`src/rtl/cfmfc_cfg.svh`:
```
// constants of the message buffer control block: selectors, field positions, reset values
// assumes inclusion by the top design file of the block
`ifndef CFMFC_CFG_SVH
`define CFMFC_CFG_SVH

// register selector in addr[1:0], buffer number in addr[4:2]
`define CFMFC_SEL_CFGHI    2'h0
`define CFMFC_SEL_CTRLLO   2'h1
`define CFMFC_SEL_STATUS   2'h2
`define CFMFC_GLOBAL_BUF   3'h0

// configuration high word
`define CFMFC_PAYLOAD_SIZE_LSB   13
`define CFMFC_DEPTH_LSB    8
`define CFMFC_RETRY_ATTEMPTS_LSB     5
`define CFMFC_PRI_LSB      0
`define CFMFC_CFGHI_RST    16'h0060

// control low word
`define CFMFC_BIT_RESET    10
`define CFMFC_BIT_SENDREQ  9
`define CFMFC_BIT_INC      8
`define CFMFC_BIT_DIR      7
`define CFMFC_BIT_RTR      6
`define CFMFC_BIT_TS       5
`define CFMFC_BIT_ATIE     4
`define CFMFC_BIT_OVIE     3
`define CFMFC_CTRLEN_RST   8'h00
`define CFMFC_BUFRST_RST   1'b1

// status word
`define CFMFC_IDX_LSB      8
`define CFMFC_BIT_ABT      7
`define CFMFC_BIT_ARB      6
`define CFMFC_BIT_ERR      5
`define CFMFC_BIT_ATIF     4
`define CFMFC_BIT_OVIF     3

// global register (buffer slot 0)
`define CFMFC_MODE_CONFIG  3'h4
`define CFMFC_MODE_RST     3'h4
`define CFMFC_BIT_RLE      3
`define CFMFC_BIT_TXQE     2
`define CFMFC_BIT_TXQN     0

`endif

```
`src/rtl/cfmfc_pkg.sv`:
```
// types shared by the message buffer control block
// assumes nothing beyond a SystemVerilog compiler
package cfmfc_pkg;

   typedef enum logic [1:0] {
      CFMFC_RETRY_NONE  = 2'b00,
      CFMFC_RETRY_THREE = 2'b01,
      CFMFC_RETRY_UNLIM = 2'b10
   } cfmfc_retry_t;

   // per-buffer events from the protocol engine, one-cycle pulses
   typedef struct packed {
      logic txDone;        // message sent successfully
      logic abortDone;     // pending message aborted
      logic busErr;        // level, valid with txDone or abortDone
      logic lostArb;       // level, valid with txDone or abortDone
      logic attemptsOut;   // transmit attempts exhausted
      logic rxStore;       // message stored in the buffer
      logic rtrRx;         // remote request received for this buffer
   } cfmfc_evt_t;

   // per-buffer settings toward the protocol engine and message ram
   typedef struct packed {
      logic         isTx;
      logic         sendRequest;
      logic         abortReq;
      logic         tsEnable;
      logic [6:0]   payloadBytes;
      logic [4:0]   depthCode;
      logic [4:0]   txPriority;
      cfmfc_retry_t retry;
      logic [4:0]   msgIndex;
      logic         irq;
   } cfmfc_bufcfg_t;

endpackage

```
`src/rtl/cfmfc_occupancy.sv`:
```
// occupancy counter and message index of one buffer
// assumes push and pop are single-cycle pulses on clk
`timescale 1ns/10ps
module cfmfc_occupancy
(
   // clock and reset
   input  wire logic       clk,
   input  wire logic       nrst,
   // control
   input  wire logic       clr,
   input  wire logic       push,
   input  wire logic       pop,
   input  wire logic       idxOnPush,
   input  wire logic [4:0] depthCode,
   // state
   output logic      [5:0] count,
   output logic      [4:0] index,
   output logic            full,
   output logic            empty,
   output logic            halfUp,
   output logic            halfDown
);
   logic [5:0] depth;
   logic       doPush;
   logic       doPop;
   logic       step;

   assign depth    = {1'b0, depthCode} + 6'h01;
   assign full     = (count == depth);
   assign empty    = (count == 6'h00);
   // twice the count against the depth: avoids losing the odd half
   assign halfUp   = ({count, 1'b0} >= {1'b0, depth});
   assign halfDown = ({count, 1'b0} <= {1'b0, depth});
   assign doPush   = push && !full;
   assign doPop    = pop && !empty;
   assign step     = idxOnPush ? doPush : doPop;

   always_ff @(posedge clk or negedge nrst)
   begin
      if (!nrst)
         count <= 6'h00;
      else if (clr)
         count <= 6'h00;
      else if (doPush && !doPop)
         count <= count + 6'h01;
      else if (doPop && !doPush)
         count <= count - 6'h01;
   end

   always_ff @(posedge clk or negedge nrst)
   begin
      if (!nrst)
         index <= 5'h00;
      else if (clr)
         index <= 5'h00;
      else if (step)
      begin
         if (index >= depthCode)
            index <= 5'h00;
         else
            index <= index + 5'h01;
      end
   end
endmodule

```
`src/rtl/cfmfc_txq_flags.sv`:
```
// empty and not-full flags of the transmit queue
// assumes count and depth come from logic on clk
`timescale 1ns/10ps
module cfmfc_txq_flags
(
   // clock and reset
   input  wire logic       clk,
   input  wire logic       nrst,
   // queue state
   input  wire logic [5:0] qCount,
   input  wire logic [4:0] qDepthCode,
   // flags
   output logic            queueEmptyFlag,
   output logic            queueNotFullFlag
);
   always_ff @(posedge clk or negedge nrst)
   begin
      if (!nrst)
      begin
         queueEmptyFlag   <= 1'b1;
         queueNotFullFlag <= 1'b1;
      end
      else
      begin
         queueEmptyFlag   <= (qCount == 6'h00);
         queueNotFullFlag <= (qCount < ({1'b0, qDepthCode} + 6'h01));
      end
   end
endmodule

```
`src/rtl/cfmfc_top.sv`:
```
// control and status of the message buffers of a can fd controller
// assumes engine events are on clk and registers are reached over a plain port
`timescale 1ns/10ps
`include "cfmfc_cfg.svh"
module cfmfc_top
#(
   parameter int NBUF = 7
)
(
   // clock and reset
   input  wire logic                                clk,
   input  wire logic                                nrst,
   // register port
   input  wire logic [4:0]                          addr,
   input  wire logic [15:0]                         wrData,
   input  wire logic                                wrEn,
   input  wire logic                                rdEn,
   output logic      [15:0]                         rdData,
   // protocol engine side
   input  wire cfmfc_pkg::cfmfc_evt_t [NBUF:1]      evt,
   input  wire logic [5:0]                          txqCount,
   input  wire logic [4:0]                          txqDepthCode,
   output cfmfc_pkg::cfmfc_bufcfg_t [NBUF:1]        bufCfg,
   output logic      [2:0]                          nextTxBuf,
   output logic                                     nextTxValid
);
   import cfmfc_pkg::*;

   logic [2:0]  modeField_r;
   logic        retryLimitEnable_r;
   logic        cfgMode;
   logic        queueEmptyFlag;
   logic        queueNotFullFlag;
   logic [15:0] cfgWord  [NBUF:1];
   logic [15:0] ctrlWord [NBUF:1];
   logic [15:0] statWord [NBUF:1];
   logic [4:0]  prioOf   [NBUF:1];
   logic        pendOf   [NBUF:1];
   logic [2:0]  bestBuf;
   logic        bestValid;
   logic [4:0]  bestPri;
   logic [15:0] rdWord;
   logic        globalSel;

   assign cfgMode   = (modeField_r == `CFMFC_MODE_CONFIG);
   assign globalSel = (addr[4:2] == `CFMFC_GLOBAL_BUF);

   function automatic logic [6:0] payloadOf(input logic [2:0] code);
      case (code)
         3'h0:    payloadOf = 7'h08;
         3'h1:    payloadOf = 7'h0c;
         3'h2:    payloadOf = 7'h10;
         3'h3:    payloadOf = 7'h14;
         3'h4:    payloadOf = 7'h18;
         3'h5:    payloadOf = 7'h20;
         3'h6:    payloadOf = 7'h30;
         default: payloadOf = 7'h40;
      endcase
   endfunction

   function automatic cfmfc_retry_t retryOf(input logic en, input logic [1:0] code);
      // without the global limit the engine retries without end
      if (!en)
         retryOf = CFMFC_RETRY_UNLIM;
      else if (code == 2'b00)
         retryOf = CFMFC_RETRY_NONE;
      else if (code == 2'b01)
         retryOf = CFMFC_RETRY_THREE;
      else
         retryOf = CFMFC_RETRY_UNLIM;
   endfunction

   // global mode and limit enable
   always_ff @(posedge clk or negedge nrst)
   begin
      if (!nrst)
      begin
         modeField_r        <= `CFMFC_MODE_RST;
         retryLimitEnable_r <= 1'b0;
      end
      else if (wrEn && globalSel && addr[1:0] == `CFMFC_SEL_CFGHI)
      begin
         modeField_r        <= wrData[2:0];
         retryLimitEnable_r <= wrData[`CFMFC_BIT_RLE];
      end
   end

   cfmfc_txq_flags u_txq
   (
      .clk              (clk),
      .nrst             (nrst),
      .qCount           (txqCount),
      .qDepthCode       (txqDepthCode),
      .queueEmptyFlag   (queueEmptyFlag),
      .queueNotFullFlag (queueNotFullFlag)
   );

   genvar g;
   generate
      for (g = 1; g <= NBUF; g++)
      begin : gBuf
         logic [15:0] cfgHi_r;
         logic [7:0]  ctrlEn_r;
         logic        bufReset_r;
         logic        sendReq_r;
         logic        aborted_r;
         logic        lostArb_r;
         logic        busErr_r;
         logic        attempts_r;
         logic        overflow_r;
         logic        sel;
         logic        wrCfg;
         logic        wrCtrl;
         logic        wrStat;
         logic        rdStat;
         logic        isTx;
         logic        incPulse;
         logic        reqSet;
         logic        lastSent;
         logic        abortAsk;
         logic [5:0]  count;
         logic [4:0]  index;
         logic        full;
         logic        empty;
         logic        halfUp;
         logic        halfDown;
         logic [2:0]  occFlags;
         logic        irq;

         assign sel      = (addr[4:2] == 3'(g));
         assign wrCfg    = wrEn && sel && addr[1:0] == `CFMFC_SEL_CFGHI;
         assign wrCtrl   = wrEn && sel && addr[1:0] == `CFMFC_SEL_CTRLLO;
         assign wrStat   = wrEn && sel && addr[1:0] == `CFMFC_SEL_STATUS;
         assign rdStat   = rdEn && sel && addr[1:0] == `CFMFC_SEL_STATUS;
         assign isTx     = ctrlEn_r[`CFMFC_BIT_DIR];
         assign incPulse = wrCtrl && wrData[`CFMFC_BIT_INC];
         assign reqSet   = isTx && ((wrCtrl && wrData[`CFMFC_BIT_SENDREQ])
                           || (evt[g].rtrRx && ctrlEn_r[`CFMFC_BIT_RTR]));
         assign lastSent = evt[g].txDone && count == 6'h01;
         assign abortAsk = isTx && wrCtrl && sendReq_r
                           && !wrData[`CFMFC_BIT_SENDREQ];

         // occupancy: head and tail swap roles with direction
         cfmfc_occupancy u_occ
         (
            .clk       (clk),
            .nrst      (nrst),
            .clr       (bufReset_r),
            .push      (isTx ? incPulse : evt[g].rxStore),
            .pop       (isTx ? evt[g].txDone : incPulse),
            .idxOnPush (!isTx),
            .depthCode (cfgHi_r[`CFMFC_DEPTH_LSB +: 5]),
            .count     (count),
            .index     (index),
            .full      (full),
            .empty     (empty),
            .halfUp    (halfUp),
            .halfDown  (halfDown)
         );

         // size fields locked outside configuration mode
         always_ff @(posedge clk or negedge nrst)
         begin
            if (!nrst)
               cfgHi_r <= `CFMFC_CFGHI_RST;
            else if (wrCfg)
               cfgHi_r <= {cfgMode ? wrData[15:8] : cfgHi_r[15:8], 1'b0, wrData[6:0]};
         end

         always_ff @(posedge clk or negedge nrst)
         begin
            if (!nrst)
               ctrlEn_r <= `CFMFC_CTRLEN_RST;
            else if (wrCtrl)
            begin
               ctrlEn_r <= wrData[7:0];
               if (!cfgMode)
                  ctrlEn_r[`CFMFC_BIT_TS] <= ctrlEn_r[`CFMFC_BIT_TS];
            end
         end

         // reset runs for one cycle, then the bit drops
         always_ff @(posedge clk or negedge nrst)
         begin
            if (!nrst)
               bufReset_r <= `CFMFC_BUFRST_RST;
            else
               bufReset_r <= wrCtrl && wrData[`CFMFC_BIT_RESET];
         end

         // set beats the clear from the engine in the same cycle
         always_ff @(posedge clk or negedge nrst)
         begin
            if (!nrst)
               sendReq_r <= 1'b0;
            else if (bufReset_r || !isTx)
               sendReq_r <= 1'b0;
            else if (reqSet)
               sendReq_r <= 1'b1;
            else if (lastSent || evt[g].abortDone)
               sendReq_r <= 1'b0;
         end

         always_ff @(posedge clk or negedge nrst)
         begin
            if (!nrst)
               aborted_r <= 1'b0;
            else if (isTx && evt[g].abortDone)
               aborted_r <= 1'b1;
            else if (rdStat || bufReset_r || reqSet || evt[g].txDone)
               aborted_r <= 1'b0;
         end

         always_ff @(posedge clk or negedge nrst)
         begin
            if (!nrst)
            begin
               lostArb_r <= 1'b0;
               busErr_r  <= 1'b0;
            end
            else if (bufReset_r)
            begin
               lostArb_r <= 1'b0;
               busErr_r  <= 1'b0;
            end
            else if (evt[g].txDone || evt[g].abortDone)
            begin
               lostArb_r <= evt[g].lostArb;
               busErr_r  <= evt[g].busErr;
            end
         end

         always_ff @(posedge clk or negedge nrst)
         begin
            if (!nrst)
               attempts_r <= 1'b0;
            else if (isTx && evt[g].attemptsOut)
               attempts_r <= 1'b1;
            else if (bufReset_r || (wrStat && !wrData[`CFMFC_BIT_ATIF]))
               attempts_r <= 1'b0;
         end

         always_ff @(posedge clk or negedge nrst)
         begin
            if (!nrst)
               overflow_r <= 1'b0;
            else if (!isTx && evt[g].rxStore && full)
               overflow_r <= 1'b1;
            else if (bufReset_r || (wrStat && !wrData[`CFMFC_BIT_OVIF]))
               overflow_r <= 1'b0;
         end

         assign occFlags = isTx ? {empty, halfDown, !full}
                                : {full, halfUp, !empty};
         assign irq = |{occFlags & ctrlEn_r[2:0],
                        attempts_r & isTx & ctrlEn_r[`CFMFC_BIT_ATIE],
                        overflow_r & !isTx & ctrlEn_r[`CFMFC_BIT_OVIE]};

         assign cfgWord[g]  = cfgHi_r;
         assign ctrlWord[g] = {5'h00, bufReset_r, sendReq_r, 1'b0, ctrlEn_r};
         assign statWord[g] = {3'h0, index,
                               isTx ? {aborted_r, lostArb_r, busErr_r, attempts_r} : 4'h0,
                               overflow_r & !isTx, occFlags};
         assign prioOf[g]   = cfgHi_r[`CFMFC_PRI_LSB +: 5];
         assign pendOf[g]   = isTx && sendReq_r;

         // engine settings, one cycle behind the registers
         always_ff @(posedge clk or negedge nrst)
         begin
            if (!nrst)
               bufCfg[g] <= '0;
            else
            begin
               bufCfg[g].isTx         <= isTx;
               bufCfg[g].sendRequest  <= sendReq_r;
               bufCfg[g].abortReq     <= abortAsk;
               bufCfg[g].tsEnable     <= !isTx && ctrlEn_r[`CFMFC_BIT_TS];
               bufCfg[g].payloadBytes <= payloadOf(cfgHi_r[`CFMFC_PAYLOAD_SIZE_LSB +: 3]);
               bufCfg[g].depthCode    <= cfgHi_r[`CFMFC_DEPTH_LSB +: 5];
               bufCfg[g].txPriority   <= cfgHi_r[`CFMFC_PRI_LSB +: 5];
               bufCfg[g].retry        <= retryOf(retryLimitEnable_r,
                                                 cfgHi_r[`CFMFC_RETRY_ATTEMPTS_LSB +: 2]);
               bufCfg[g].msgIndex     <= index;
               bufCfg[g].irq          <= irq;
            end
         end
      end
   endgenerate

   // highest priority pending buffer; lower number wins a tie
   always_comb
   begin
      bestBuf   = 3'h0;
      bestValid = 1'b0;
      bestPri   = 5'h00;
      for (int i = 1; i <= NBUF; i++)
      begin
         if (pendOf[i] && (!bestValid || prioOf[i] > bestPri))
         begin
            bestBuf   = 3'(i);
            bestValid = 1'b1;
            bestPri   = prioOf[i];
         end
      end
   end

   always_ff @(posedge clk or negedge nrst)
   begin
      if (!nrst)
      begin
         nextTxBuf   <= 3'h0;
         nextTxValid <= 1'b0;
      end
      else
      begin
         nextTxBuf   <= bestBuf;
         nextTxValid <= bestValid;
      end
   end

   // read mux; unmapped addresses read zero
   always_comb
   begin
      rdWord = 16'h0000;
      if (globalSel && addr[1:0] == `CFMFC_SEL_CFGHI)
         rdWord = {12'h000, retryLimitEnable_r, modeField_r};
      else if (globalSel && addr[1:0] == `CFMFC_SEL_STATUS)
      begin
         rdWord[`CFMFC_BIT_TXQE] = queueEmptyFlag;
         rdWord[`CFMFC_BIT_TXQN] = queueNotFullFlag;
      end
      else if (!globalSel && int'(addr[4:2]) <= NBUF)
      begin
         if (addr[1:0] == `CFMFC_SEL_CFGHI)
            rdWord = cfgWord[addr[4:2]];
         else if (addr[1:0] == `CFMFC_SEL_CTRLLO)
            rdWord = ctrlWord[addr[4:2]];
         else if (addr[1:0] == `CFMFC_SEL_STATUS)
            rdWord = statWord[addr[4:2]];
      end
   end

   // data stand only in the cycle after the strobe
   always_ff @(posedge clk or negedge nrst)
   begin
      if (!nrst)
         rdData <= 16'h0000;
      else if (rdEn)
         rdData <= rdWord;
      else
         rdData <= 16'h0000;
   end
endmodule

```
`config.mk`:
```
export PLATFORM = sky130hd
export DESIGN_NAME = cfmfc_top
export DESIGN_NICKNAME = d
export VERILOG_FILES = /design/src/rtl/cfmfc_pkg.sv /design/src/rtl/cfmfc_occupancy.sv /design/src/rtl/cfmfc_txq_flags.sv /design/src/rtl/cfmfc_top.sv
export VERILOG_INCLUDE_DIRS = /design/src /design/src/rtl
export SDC_FILE = /design/constraint.sdc
export NUM_CORES = 1
export LEC_CHECK = 0
export BUFFER_PORTS_ARGS = -buffer_cell sky130_fd_sc_hd__buf_2
export CORE_ASPECT_RATIO = 1.4
export CORE_MARGIN = 2
export CORE_UTILIZATION = 60
export DETAILED_ROUTE_END_ITERATION = 8
export GPL_TIMING_DRIVEN = 0
export PLACE_DENSITY = 0.83
export SYNTH_ARGS = -nofsm -noshare
export SYNTH_HDL_FRONTEND = slang
export SYNTH_HIERARCHICAL = 1
export SYNTH_SLANG_ARGS = --single-unit
```
`constraint.sdc`:
```
create_clock -name clk -period 21.7 [get_ports clk]
set_clock_uncertainty 0.05 [all_clocks]
set_input_delay 2.17 -clock clk [delete_from_list [all_inputs] [get_ports clk]]
set_output_delay 2.17 -clock clk [all_outputs]
set_load 0.01 [all_outputs]
```
### After elaboration in Yosys (flattened, before gate mapping)

Cells that the tools add are included.
W data, S select, Z words.

* flip-flop bits (word level): 516
* bits in latches: 0
* bits in writable memories: 0
* bits in read-only memories: 0
* input bits: 85
* word-level logic and storage cells: 972
* memories: 0

* $add $sub $neg: 29
* multipliers: 0
* div/mod/pow operators: 0
* $lt $le $gt $ge: 29
* equal/unequal tests: 73
* shift operators: 0
* multiplexer cells: 232
* bitwise operators: 35
* reductions and logical operators: 406

Operators by type and width (count)
* $pmux W7 S7: 7
* $logic_and A1 B1 Y1: 199
* $bmux W16 S3: 3
* $mux W16: 9
* $mux W5: 27
* $mux W6: 21
* $mux W1: 123
* $eq A3 B3 Y1 const B: 26
* $reduce_bool A2 Y1: 35
* $logic_or A1 B1 Y1: 69
* $ge A7 B6 Y1: 7
* $le A7 B6 Y1: 7
* $add A5 B1 Y6 const B: 8
* $eq A3 B2 Y1 const B: 16
* $logic_not A6 Y1: 8
* $logic_not A1 Y1: 44
* $add A6 B1 Y6 const B: 7
* $eq A6 B1 Y1 const B: 7
* $eq A6 B6 Y1: 7
* $mux W2: 21
* $reduce_bool A3 Y1: 14
* $sub A6 B1 Y6 const B: 7
* $mux W3: 13
* $add A5 B1 Y5 const B: 7
* other kinds (15): 112

### Longest topological paths before layout

Gate-level depths: netlist (run 1).

* depth in word-level cells: 26
* mapped depth: 49
* gate-level depth less buffers: 45

### Modules after synthesis

Netlist (run 1), hierarchy kept.

By module, submodules not included
* cfmfc_top: instances 1, cells each 1628, area an instance 18874.4 um^2, sequential area each 10612.7 um^2
* cfmfc_occupancy at gBuf[3].u_occ ...: instances 5, cells each 137, area an instance 1158.6 um^2, sequential area each 275.3 um^2
* cfmfc_occupancy at gBuf[1].u_occ ...: instances 2, cells each 135, area an instance 1181.1 um^2, sequential area each 275.3 um^2
* cfmfc_txq_flags: instances 1, cells each 26, area an instance 247.7 um^2, sequential area each 52.6 um^2

### Worst setup path before layout (run 1)

Ideal clock, no wire load.

* path type: reg-to-reg
* start: register gBuf[1].ctrlEn_r[7]
* end: register nextTxBuf[2]
* arrival time: 8.523 ns
* data required time: 21.507 ns
* slack: 12.984 ns
* cell stages (with the launch flop): 50
* buffers on the path: 6
* path through: dfrtp_1 > buf_6 > clkbuf_1 > and3_1 > ha_1 > nand3_1 > o21bai_1 > a31oi_1 > a22o_1 > inv_1 > ha_1 > and3_1 > and3_4 > a311oi_4 > nor2_1 > clkbuf_1 > nand2_1 > o21ai_0 > [14 not listed] > a21oi_1 > inv_1 > ha_1 > nor2b_1 > o21bai_1 > a21boi_0 > o22ai_1 > a21o_1 > clkbuf_1 > mux2i_1 > ha_1 > nor2b_1 > o21ai_0 > nand2b_1 > a211oi_1 > nor2_1 > o21bai_1 > nand4_1

* word-level cells in the longest chain between the ends: 26
* elaborated cells between the ends (all ways): 42

RTL lines
* from (decl): RTL line cfmfc_top.sv:103 `logic [7:0] ctrlEn_r;`
* from (signal assigned): RTL line cfmfc_top.sv:173 `` ctrlEn_r <= `CFMFC_CTRLEN_RST; ``
* from (signal assigned): RTL line cfmfc_top.sv:176 `ctrlEn_r <= wrData[7:0];`
* from (signal, indexed assignment): RTL line cfmfc_top.sv:178 `` ctrlEn_r[`CFMFC_BIT_TS] <= ctrlEn_r[`CFMFC_BIT_TS]; ``
* $logic_and A1 B1 Y1 (*): RTL line cfmfc_top.sv:265 `assign pendOf[g] = isTx && sendReq_r;`
* $mux W5 or $mux W1 (tied branches): RTL line cfmfc_top.sv:298 `if (pendOf[i] && (!bestValid || prioOf[i] > bestPri))`
* $gt A5 B5 Y1 or $logic_not A1 Y1 (tied branches): RTL line cfmfc_top.sv:298
* $logic_or A1 B1 Y1: RTL line cfmfc_top.sv:298
* $logic_and A1 B1 Y1: RTL line cfmfc_top.sv:298
* $mux W5 or $mux W1 (tied branches): RTL line cfmfc_top.sv:298
* $gt A5 B5 Y1 or $logic_not A1 Y1 (tied branches): RTL line cfmfc_top.sv:298
* $logic_or A1 B1 Y1: RTL line cfmfc_top.sv:298
* [11 not listed]
* $logic_or A1 B1 Y1: RTL line cfmfc_top.sv:298
* $logic_and A1 B1 Y1: RTL line cfmfc_top.sv:298
* $mux W5 or $mux W1 (tied branches): RTL line cfmfc_top.sv:298
* $gt A5 B5 Y1 or $logic_not A1 Y1 (tied branches): RTL line cfmfc_top.sv:298
* $logic_or A1 B1 Y1: RTL line cfmfc_top.sv:298
* $logic_and A1 B1 Y1: RTL line cfmfc_top.sv:298
* $mux W3 (*): RTL line cfmfc_top.sv:298
* via bestBuf[2]: RTL line cfmfc_top.sv:39 `logic [2:0] bestBuf;`
* to (signal assigned): RTL line cfmfc_top.sv:316 `nextTxBuf <= bestBuf;`
* to (decl): RTL line cfmfc_top.sv:24 `output logic [2:0] nextTxBuf,`

Mark *: on every way through the listed nets, which the timed path passes. The rest lies on a longest branch.
A chain may end at the register's enable or synchronous reset.

### Worst setup path in the final report (run 1)

Same ends and word-level chain as after synthesis.

==> results of run 1 <==
==> per-stage QoR <==
| stage | util (%) | cells | power [mW] | worst slack [ps] |
|---|---|---|---|---|
| after floorplan | - | 2622 | 2.03 | 12980 |
| after global placement | 65.6 | 3523 | 2.34 | 8730 |
| after detailed placement | 65.8 | 3526 | 2.41 | 11100 |
| after CTS | 69.9 | 3616 | 3.38 | 10920 |
| after global routing | 69.9 | 3617 | 3.56 | 10020 |
| final | 69.9 | 3619 | 3.40 | 10680 |
==> cell usage in the layout (no fill, tap or decap), types with 13 or more instances in the layout <==
cell,Yosys,routed
mux2i_1,43,43
nand2_1,321,321
a31oi_1,19,19
a32o_1,14,14
nand2b_1,20,20
and2_1,13,13
nand4b_1,18,18
a221oi_1,17,17
clkbuf_1,58,64
nor4_1,24,24
o21ai_0,133,133
mux2_1,18,18
o21ai_1,20,20
and3_1,18,18
xnor2_1,85,85
a21o_1,24,24
a21oi_1,153,153
a22o_1,15,15
o22ai_1,19,19
buf_2,26,315
nand3_1,81,81
nor2b_1,37,37
o211ai_1,16,16
buf_4,26,26
mux4_2,31,31
conb_1,1,14
nand4_1,23,23
nor3_1,37,37
xor2_1,30,30
dfrtp_1,478,478
nor2_1,113,113
inv_1,163,163
or2_2,15,15
dfstp_2,24,24
mux2_2,118,118
ha_1,155,155
clkbuf_16,0,49
==> final timing paths <==
check                                                     endpoint                       startpoint  slack, ps
worst max-delay path                        nextTxBuf[2]$_DFF_PN0_  gBuf[1].ctrlEn_r[7]$_DFFE_PN0P_      10680
worst min-delay path                         bufCfg[144]$_DFF_PN0_  gBuf[5].ctrlEn_r[7]$_DFFE_PN0P_        330
worst max register to register              nextTxBuf[2]$_DFF_PN0_  gBuf[1].ctrlEn_r[7]$_DFFE_PN0P_      10680
worst min register to register               bufCfg[144]$_DFF_PN0_  gBuf[5].ctrlEn_r[7]$_DFFE_PN0P_        330
max in group asynchronous       gBuf[5].u_occ/count[3]$_DFFE_PN0P_                             nrst      18230
min in group asynchronous       gBuf[3].u_occ/index[2]$_DFFE_PN0P_                             nrst       1630
==> report_power, final <==
| part | internal, mW | switching [mW] |
|---|---|---|
| Combinational | 0.484 | 0.651 |
| Sequential | 1.10 | 0.205 |
| Clock | 0.584 | 0.379 |
| Total | 2.17 | 1.23 |
==> flip-flops by register name (all words and copies together) (netlist names), 3 cells and up <==
register	cells
bufCfg	189
gBuf.cfgHi_r	105
gBuf.ctrlEn_r	56
gBuf.u_occ/count	42
gBuf.u_occ/index	35
rdData	16
gBuf.aborted_r	7
gBuf.attempts_r	7
gBuf.bufReset_r	7
gBuf.busErr_r	7
gBuf.lostArb_r	7
gBuf.overflow_r	7
gBuf.sendReq_r	7
modeField_r	3
nextTxBuf	3
==> routing by layer <==
metal  up-vias  global-route usage, %  routed length, um
met2      1402                   67.5              45800
li1       9977                      -                  -
met3       488                   8.08               7820
met1     11300                   45.6              32600
met5         -                      0                 56
met4        10                   30.3               8860
==> final cells by class <==
cell class                      count  area [um^2]  share of cell area [%]
Multi-Input combinational cell   1832        13500                    42.8
Sequential cell                   502        12600                    40.0
Timing Repair Buffer              293         1540                    4.91
Clock buffer                       66         1400                    4.45
Tap cell                          611          764                    2.43
Inverter                          168          631                    2.00
Buffer                            120          622                    1.98
Clock inverter                     24          420                    1.34
Antenna cell                        3         7.51                  0.0239
==> cells by family (layout without fill, tap and decap cells) <==
group	count (synthesis)	after routing	synth area share (%)
compound gates	536	536	13.2
flops	502	502	46.2
fa+ha+maj	162	162	7.62
buf+inv	288	671	4.59
mux	210	210	9.75
xor+xnor	122	122	4.27
simple gates	788	788	14.4
other cells	1	17	0.0137
==> worst reg2reg max path: cells and delay by family, from the launching register on <==
kind	cells	cell delay [ps]
DFF	1	410
buffers and inverters	8	2000
adders and majority gates	6	1730
AOI/OAI and AO/OA	21	4600
and+or+nand+nor	13	1860
muxes	1	250
==> run metrics, run 1 <==
Die Area=0.0472 mm^2; Crit-path slowest cell=a222oi_1; status=complete, no violations; unrepaired setup endpoints after global routing=no; syn_area_per_cell=10.5 um^2; most common cell in the netlist=dfrtp_1; max-cap violations=0; top cells by area, synth=dfrtp_1 (44%), ha_1 (7.1%), mux2_2 (4.9%); CTS root buf=clkbuf_16; hold_ws=335 ps; first-pass GRT wire length=142 mm; die height=256 um; wire per inst=26.3 um; worst reg-to-reg path cell count=49; largest area contributor in the synthesized netlist=dfrtp_1; Die X=184 um; CP max FO=10; Synth Register Bits=502; Setup TNS=0 ps; vias=23200; worst path buffer plus inverter count=8; HPWL Detailed=70.5 mm; initial antenna violation count=6; starting density of the core=60.6%; fmax=90.8 MHz; max-slew violation count=0; post-route ant nets=0; Setup violations, final=0; Post-synth EDFFs=0; Post-CTS Setup Bufs=0; fin crit period=11020 ps; CTS clk-pin slew, worst paths=60 ps; Synth Warn #=6; gpl congestion=0.998; final layout net count=3212; drt first pass iters=6; Worst Hold Depth=0; Startpoint Class=flop; main flop type after synthesis=dfrtp_1; Post-synth ARST share=100%; PD cells=108 mW/mm^2; Core Footprint=0.0450 mm^2; hold buffers post-CTS=0; vias per std cell=6.41; Slew HR=14.7%; final hold vios=0; Synth Cell Area=0.0273 mm^2; max incr delay on CP=540 ps; critical setup path kind=reg -> reg; Most common cell on crit path=ha_1; clk_lat worst skew=590 ps; Synth top area share=43.9%; post-CTS sizing=0; Mapped Cells=2609; Area after DPL=0.0296 mm^2; Synth top cells by count=dfrtp_1 (478), nand2_1 (321), inv_1 (163), ha_1 (155), a21oi_1 (153); # DRC=0; area growth from synthesis to layout=15.3%; Yosys cell types=93; leakage power=14.9 nW; crit path capture type=flop; CP top delay family=compound AO/OA/AOI/OAI gates; gr ovfl total=0; VDD IR max=0.0781 mV; Port-buffer cells=290; Levels on crit path=49; fin crit share=50.8%; share of layout cells above drive strength 1=22.7%; # H-tree levels=2; Max clock buf depth=3; Clock Sink Count=502; sequential area share after synthesis=46.2%; DRT iter0 DRCs=2332; Post-Route WL=95.2 mm; WP data arrival=11410 ps; # rows=92; largest net degree at the start of global routing=132; worst path required time=22090 ps; GR Util All Layers=40.4%; Worst-Margin Slew=1270 ps; CTS tree=built; CTS buffer count=48; number of global-route vias before repair=23600; Layout fillers=3268; Final Cell Area=0.0315 mm^2; Hold Path Class=reg -> reg; Ports=308
(Power assumes the default switching activity.)
==> run 2: changes to the inputs <==
--- a/config.mk
+++ b/config.mk
@@ -6,13 +6,14 @@
 export SDC_FILE = /design/constraint.sdc
 export NUM_CORES = 1
 export LEC_CHECK = 0
+export ABC_AREA = 1
 export BUFFER_PORTS_ARGS = -buffer_cell sky130_fd_sc_hd__buf_2
 export CORE_ASPECT_RATIO = 1.4
 export CORE_MARGIN = 2
-export CORE_UTILIZATION = 60
+export CORE_UTILIZATION = 59
 export DETAILED_ROUTE_END_ITERATION = 8
 export GPL_TIMING_DRIVEN = 0
-export PLACE_DENSITY = 0.83
+export PLACE_DENSITY = 0.82
 export SYNTH_ARGS = -nofsm -noshare
 export SYNTH_HDL_FRONTEND = slang
 export SYNTH_HIERARCHICAL = 1
==> constraint.sdc (replaced) <==
create_clock -name clk -period 10.18 [get_ports clk]
set_clock_uncertainty 0.05 [all_clocks]
set_input_delay 1.018 -clock clk [delete_from_list [all_inputs] [get_ports clk]]
set_output_delay 1.018 -clock clk [all_outputs]
set_load 0.01 [all_outputs]
==> run metrics, run 2 <==
status=complete, no violations; leakage power=15.8 nW; Crit-path slowest cell=dfrtp_1; fmax=109 MHz; max-slew violation count=0; Synth top cells by count=nand2_1 (735), dfrtp_1 (478), inv_1 (386), o21ai_0 (262), nand3_1 (242); main combinational cell family by area after synthesis=simple AND/OR/NAND/NOR gates; most common cell after layout, fill and taps aside=nand2_1; Mapped Cells=3246; Core Util, Final=68.4%; Setup violations, final=0; Largest regs=bufCfg: 189 flops, gBuf.cfgHi_r: 105 flops, gBuf.ctrlEn_r: 56 flops; Post-Synth Adder-Cell Area=7.65%; Clock Sink Count=502; GR Util All Layers=39.6%; crit path from=gBuf[1].sendReq_r$_DFFE_PN0P_; Yosys cell types=63; Power Total=6.80 mW; largest net degree at the start of global routing=130; final hold vios=0; dpl ws=1340 ps; dpl cells=4167; sequential area share after synthesis=46.3%; clk_lat worst skew=590 ps; Worst-Margin Slew=1250 ps; Port-buffer cells=287; crit path capture type=flop; PD cells=217 mW/mm^2; area growth from synthesis to layout=15.1%; syn_area_per_cell=8.37 um^2; CP max FO=8; Slew HR=16.6%; final layout net count=3847; unrepaired setup endpoints after global routing=no; max-cap violations=0; top cells by area, synth=dfrtp_1 (44%), nand2_1 (10%), ha_1 (7.1%); Post-synth ARST share=100%; CTS root buf=clkbuf_16; Core Footprint=0.0457 mm^2; gr ovfl total=0; post-synthesis compound-gate area fraction=13.8%; Largest Register=bufCfg; max reg flops=189; worst path required time=10590 ps; Most common cell on crit path=nand2_1; hold_ws=347 ps; vias=25700; DRT iter0 DRCs=2785; Max clock buf depth=3; share of layout cells above drive strength 1=16.3%; CTS tree=built; fin crit share=89.7%; Die X=185 um; worst path buffer plus inverter count=9; final worst slack=1040 ps; Synth top area share=44.0%; initial antenna violation count=8; Synth Register Bits=502; Ports=308; xor-xnor portion of the synthesized cell area=1.52%; Synth Cell Area=0.0272 mm^2; wire per inst=22.1 um; hold buffers post-CTS=0; HPWL Detailed=70.2 mm; vias per std cell=6.02; first-pass GRT wire length=144 mm; post-route ant nets=0; largest area contributor in the synthesized netlist=dfrtp_1; post-route insts no fill=4261; drt first pass iters=6; Startpoint Class=flop; Die Area=0.0478 mm^2; VDD IR max=0.161 mV; die height=258 um; # H-tree levels=2; FF-to-FF Start=gBuf[1].sendReq_r$_DFFE_PN0P_; Hold Path Class=in -> async; Synth Area in Simple Gates=22.8%; CTS clk-pin slew, worst paths=70 ps; Post-synth EDFFs=0; max incr delay on CP=470 ps; main flop type after synthesis=dfrtp_1; mux contribution to synthesized area=0%; # rows=93; critical setup path kind=reg -> reg; starting density of the core=59.4%; Post-Route WL=94.3 mm; WP data arrival=9550 ps; CTS buffer count=48; Synth Warn #=6; number of global-route vias before repair=25100; fin crit period=9140 ps; gpl congestion=1.01; # DRC=0; most common cell in the netlist=nand2_1; leading cell types in the layout, fill and taps excluded=nand2_1 (734), dfrtp_1 (478), inv_1 (386); CP top delay family=simple AND/OR/NAND/NOR gates
## run 2: cell count changes after synthesis, moves of 31 or more
cell | previous run | this run
o22ai_1 | 19 | 74
xnor2_1 | 85 | 15
mux4_2 | 31 | 0
nand2_2 | 1 | 32
nor2_1 | 113 | 159
nor2b_1 | 37 | 0
nand3_1 | 81 | 242
nand2_1 | 321 | 735
mux2i_1 | 43 | 0
o21ai_0 | 133 | 262
mux2_2 | 118 | 0
inv_1 | 163 | 386
## run 2: area by class of cell
class	instances	area, um^2
clock buffers	62	1370
clock inverters	26	337
repair buffers	291	1560
inverters	420	1640
flip-flops and latches	502	12600
multi-input cells	2235	12500
well taps	617	772
plain buffers	102	517
diodes	6	15.0
fillers	3757	14500
## run 2: worst register-to-register path, delay by kind of cell, from the launching register on
kind	cells	cell delay (ps)
AO/OA/AOI/OAI	14	1660
buffers and inverters	9	1130
flip-flops	1	470
adder cells (fa/ha/maj)	6	1760
AND/OR/NAND/NOR	36	3930
## run 2: timing repair
| item | 4_1_cts | 5_1_grt |
|---|---|---|
| setup endpoints to repair | 0 | 2 |
| resized for setup | 0 | 1 |
| setup buffers | 0 | 0 |
## run 2: power by group
part	internal [mW]	switching [mW]
sequential	2.33	0.382
clock	1.11	0.817
combinational	0.788	1.37
## run 2: kinds of logic (layout without fill, tap and decap cells)
group / count (synthesis) / after routing
adders and majority gates: 162 / 162
xor gates and xnor gates: 47 / 47
and+or+nand+nor: 1364 / 1364
DFF: 502 / 502
AOI/OAI and AO/OA: 648 / 648
buffers and inverters: 522 / 901
other: 1 / 20
## run 2: worst paths after layout
kind | to | slack [ps] | cells after the start
max | nextTxBuf[1]$_DFF_PN0_ | 1040 | 65
min | gBuf[2].cfgHi_r[14]$_DFFE_PN0P_ | 350 | 1
max reg2reg | nextTxBuf[1]$_DFF_PN0_ | 1040 | 65
min reg2reg | bufCfg[124]$_DFF_PN0_ | 370 | 0
max in group asynchronous | bufCfg[155]$_DFF_PN0_ | 8330 | 3
min in group clk | bufCfg[124]$_DFF_PN0_ | 370 | 0
## run 2: layer usage
layer | GRT usage [%] | vias up | share of wire, %
met3 | 7.56 | 463 | 9.6
met2 | 64.3 | 1571 | 47
met5 | 0 | - | 0.050
met1 | 47.2 | 12100 | 35
li1 | - | 11600 | -
met4 | 28.3 | 6 | 8.4
## run 2: stage by stage
stage          TNS, ps  area, um^2
2_1_floorplan        0       27200
3_3_place_gp   -855050       29400
3_5_place_dp         0       29500
4_1_cts              0       31200
5_1_grt              0       31300
6_report             0       31300
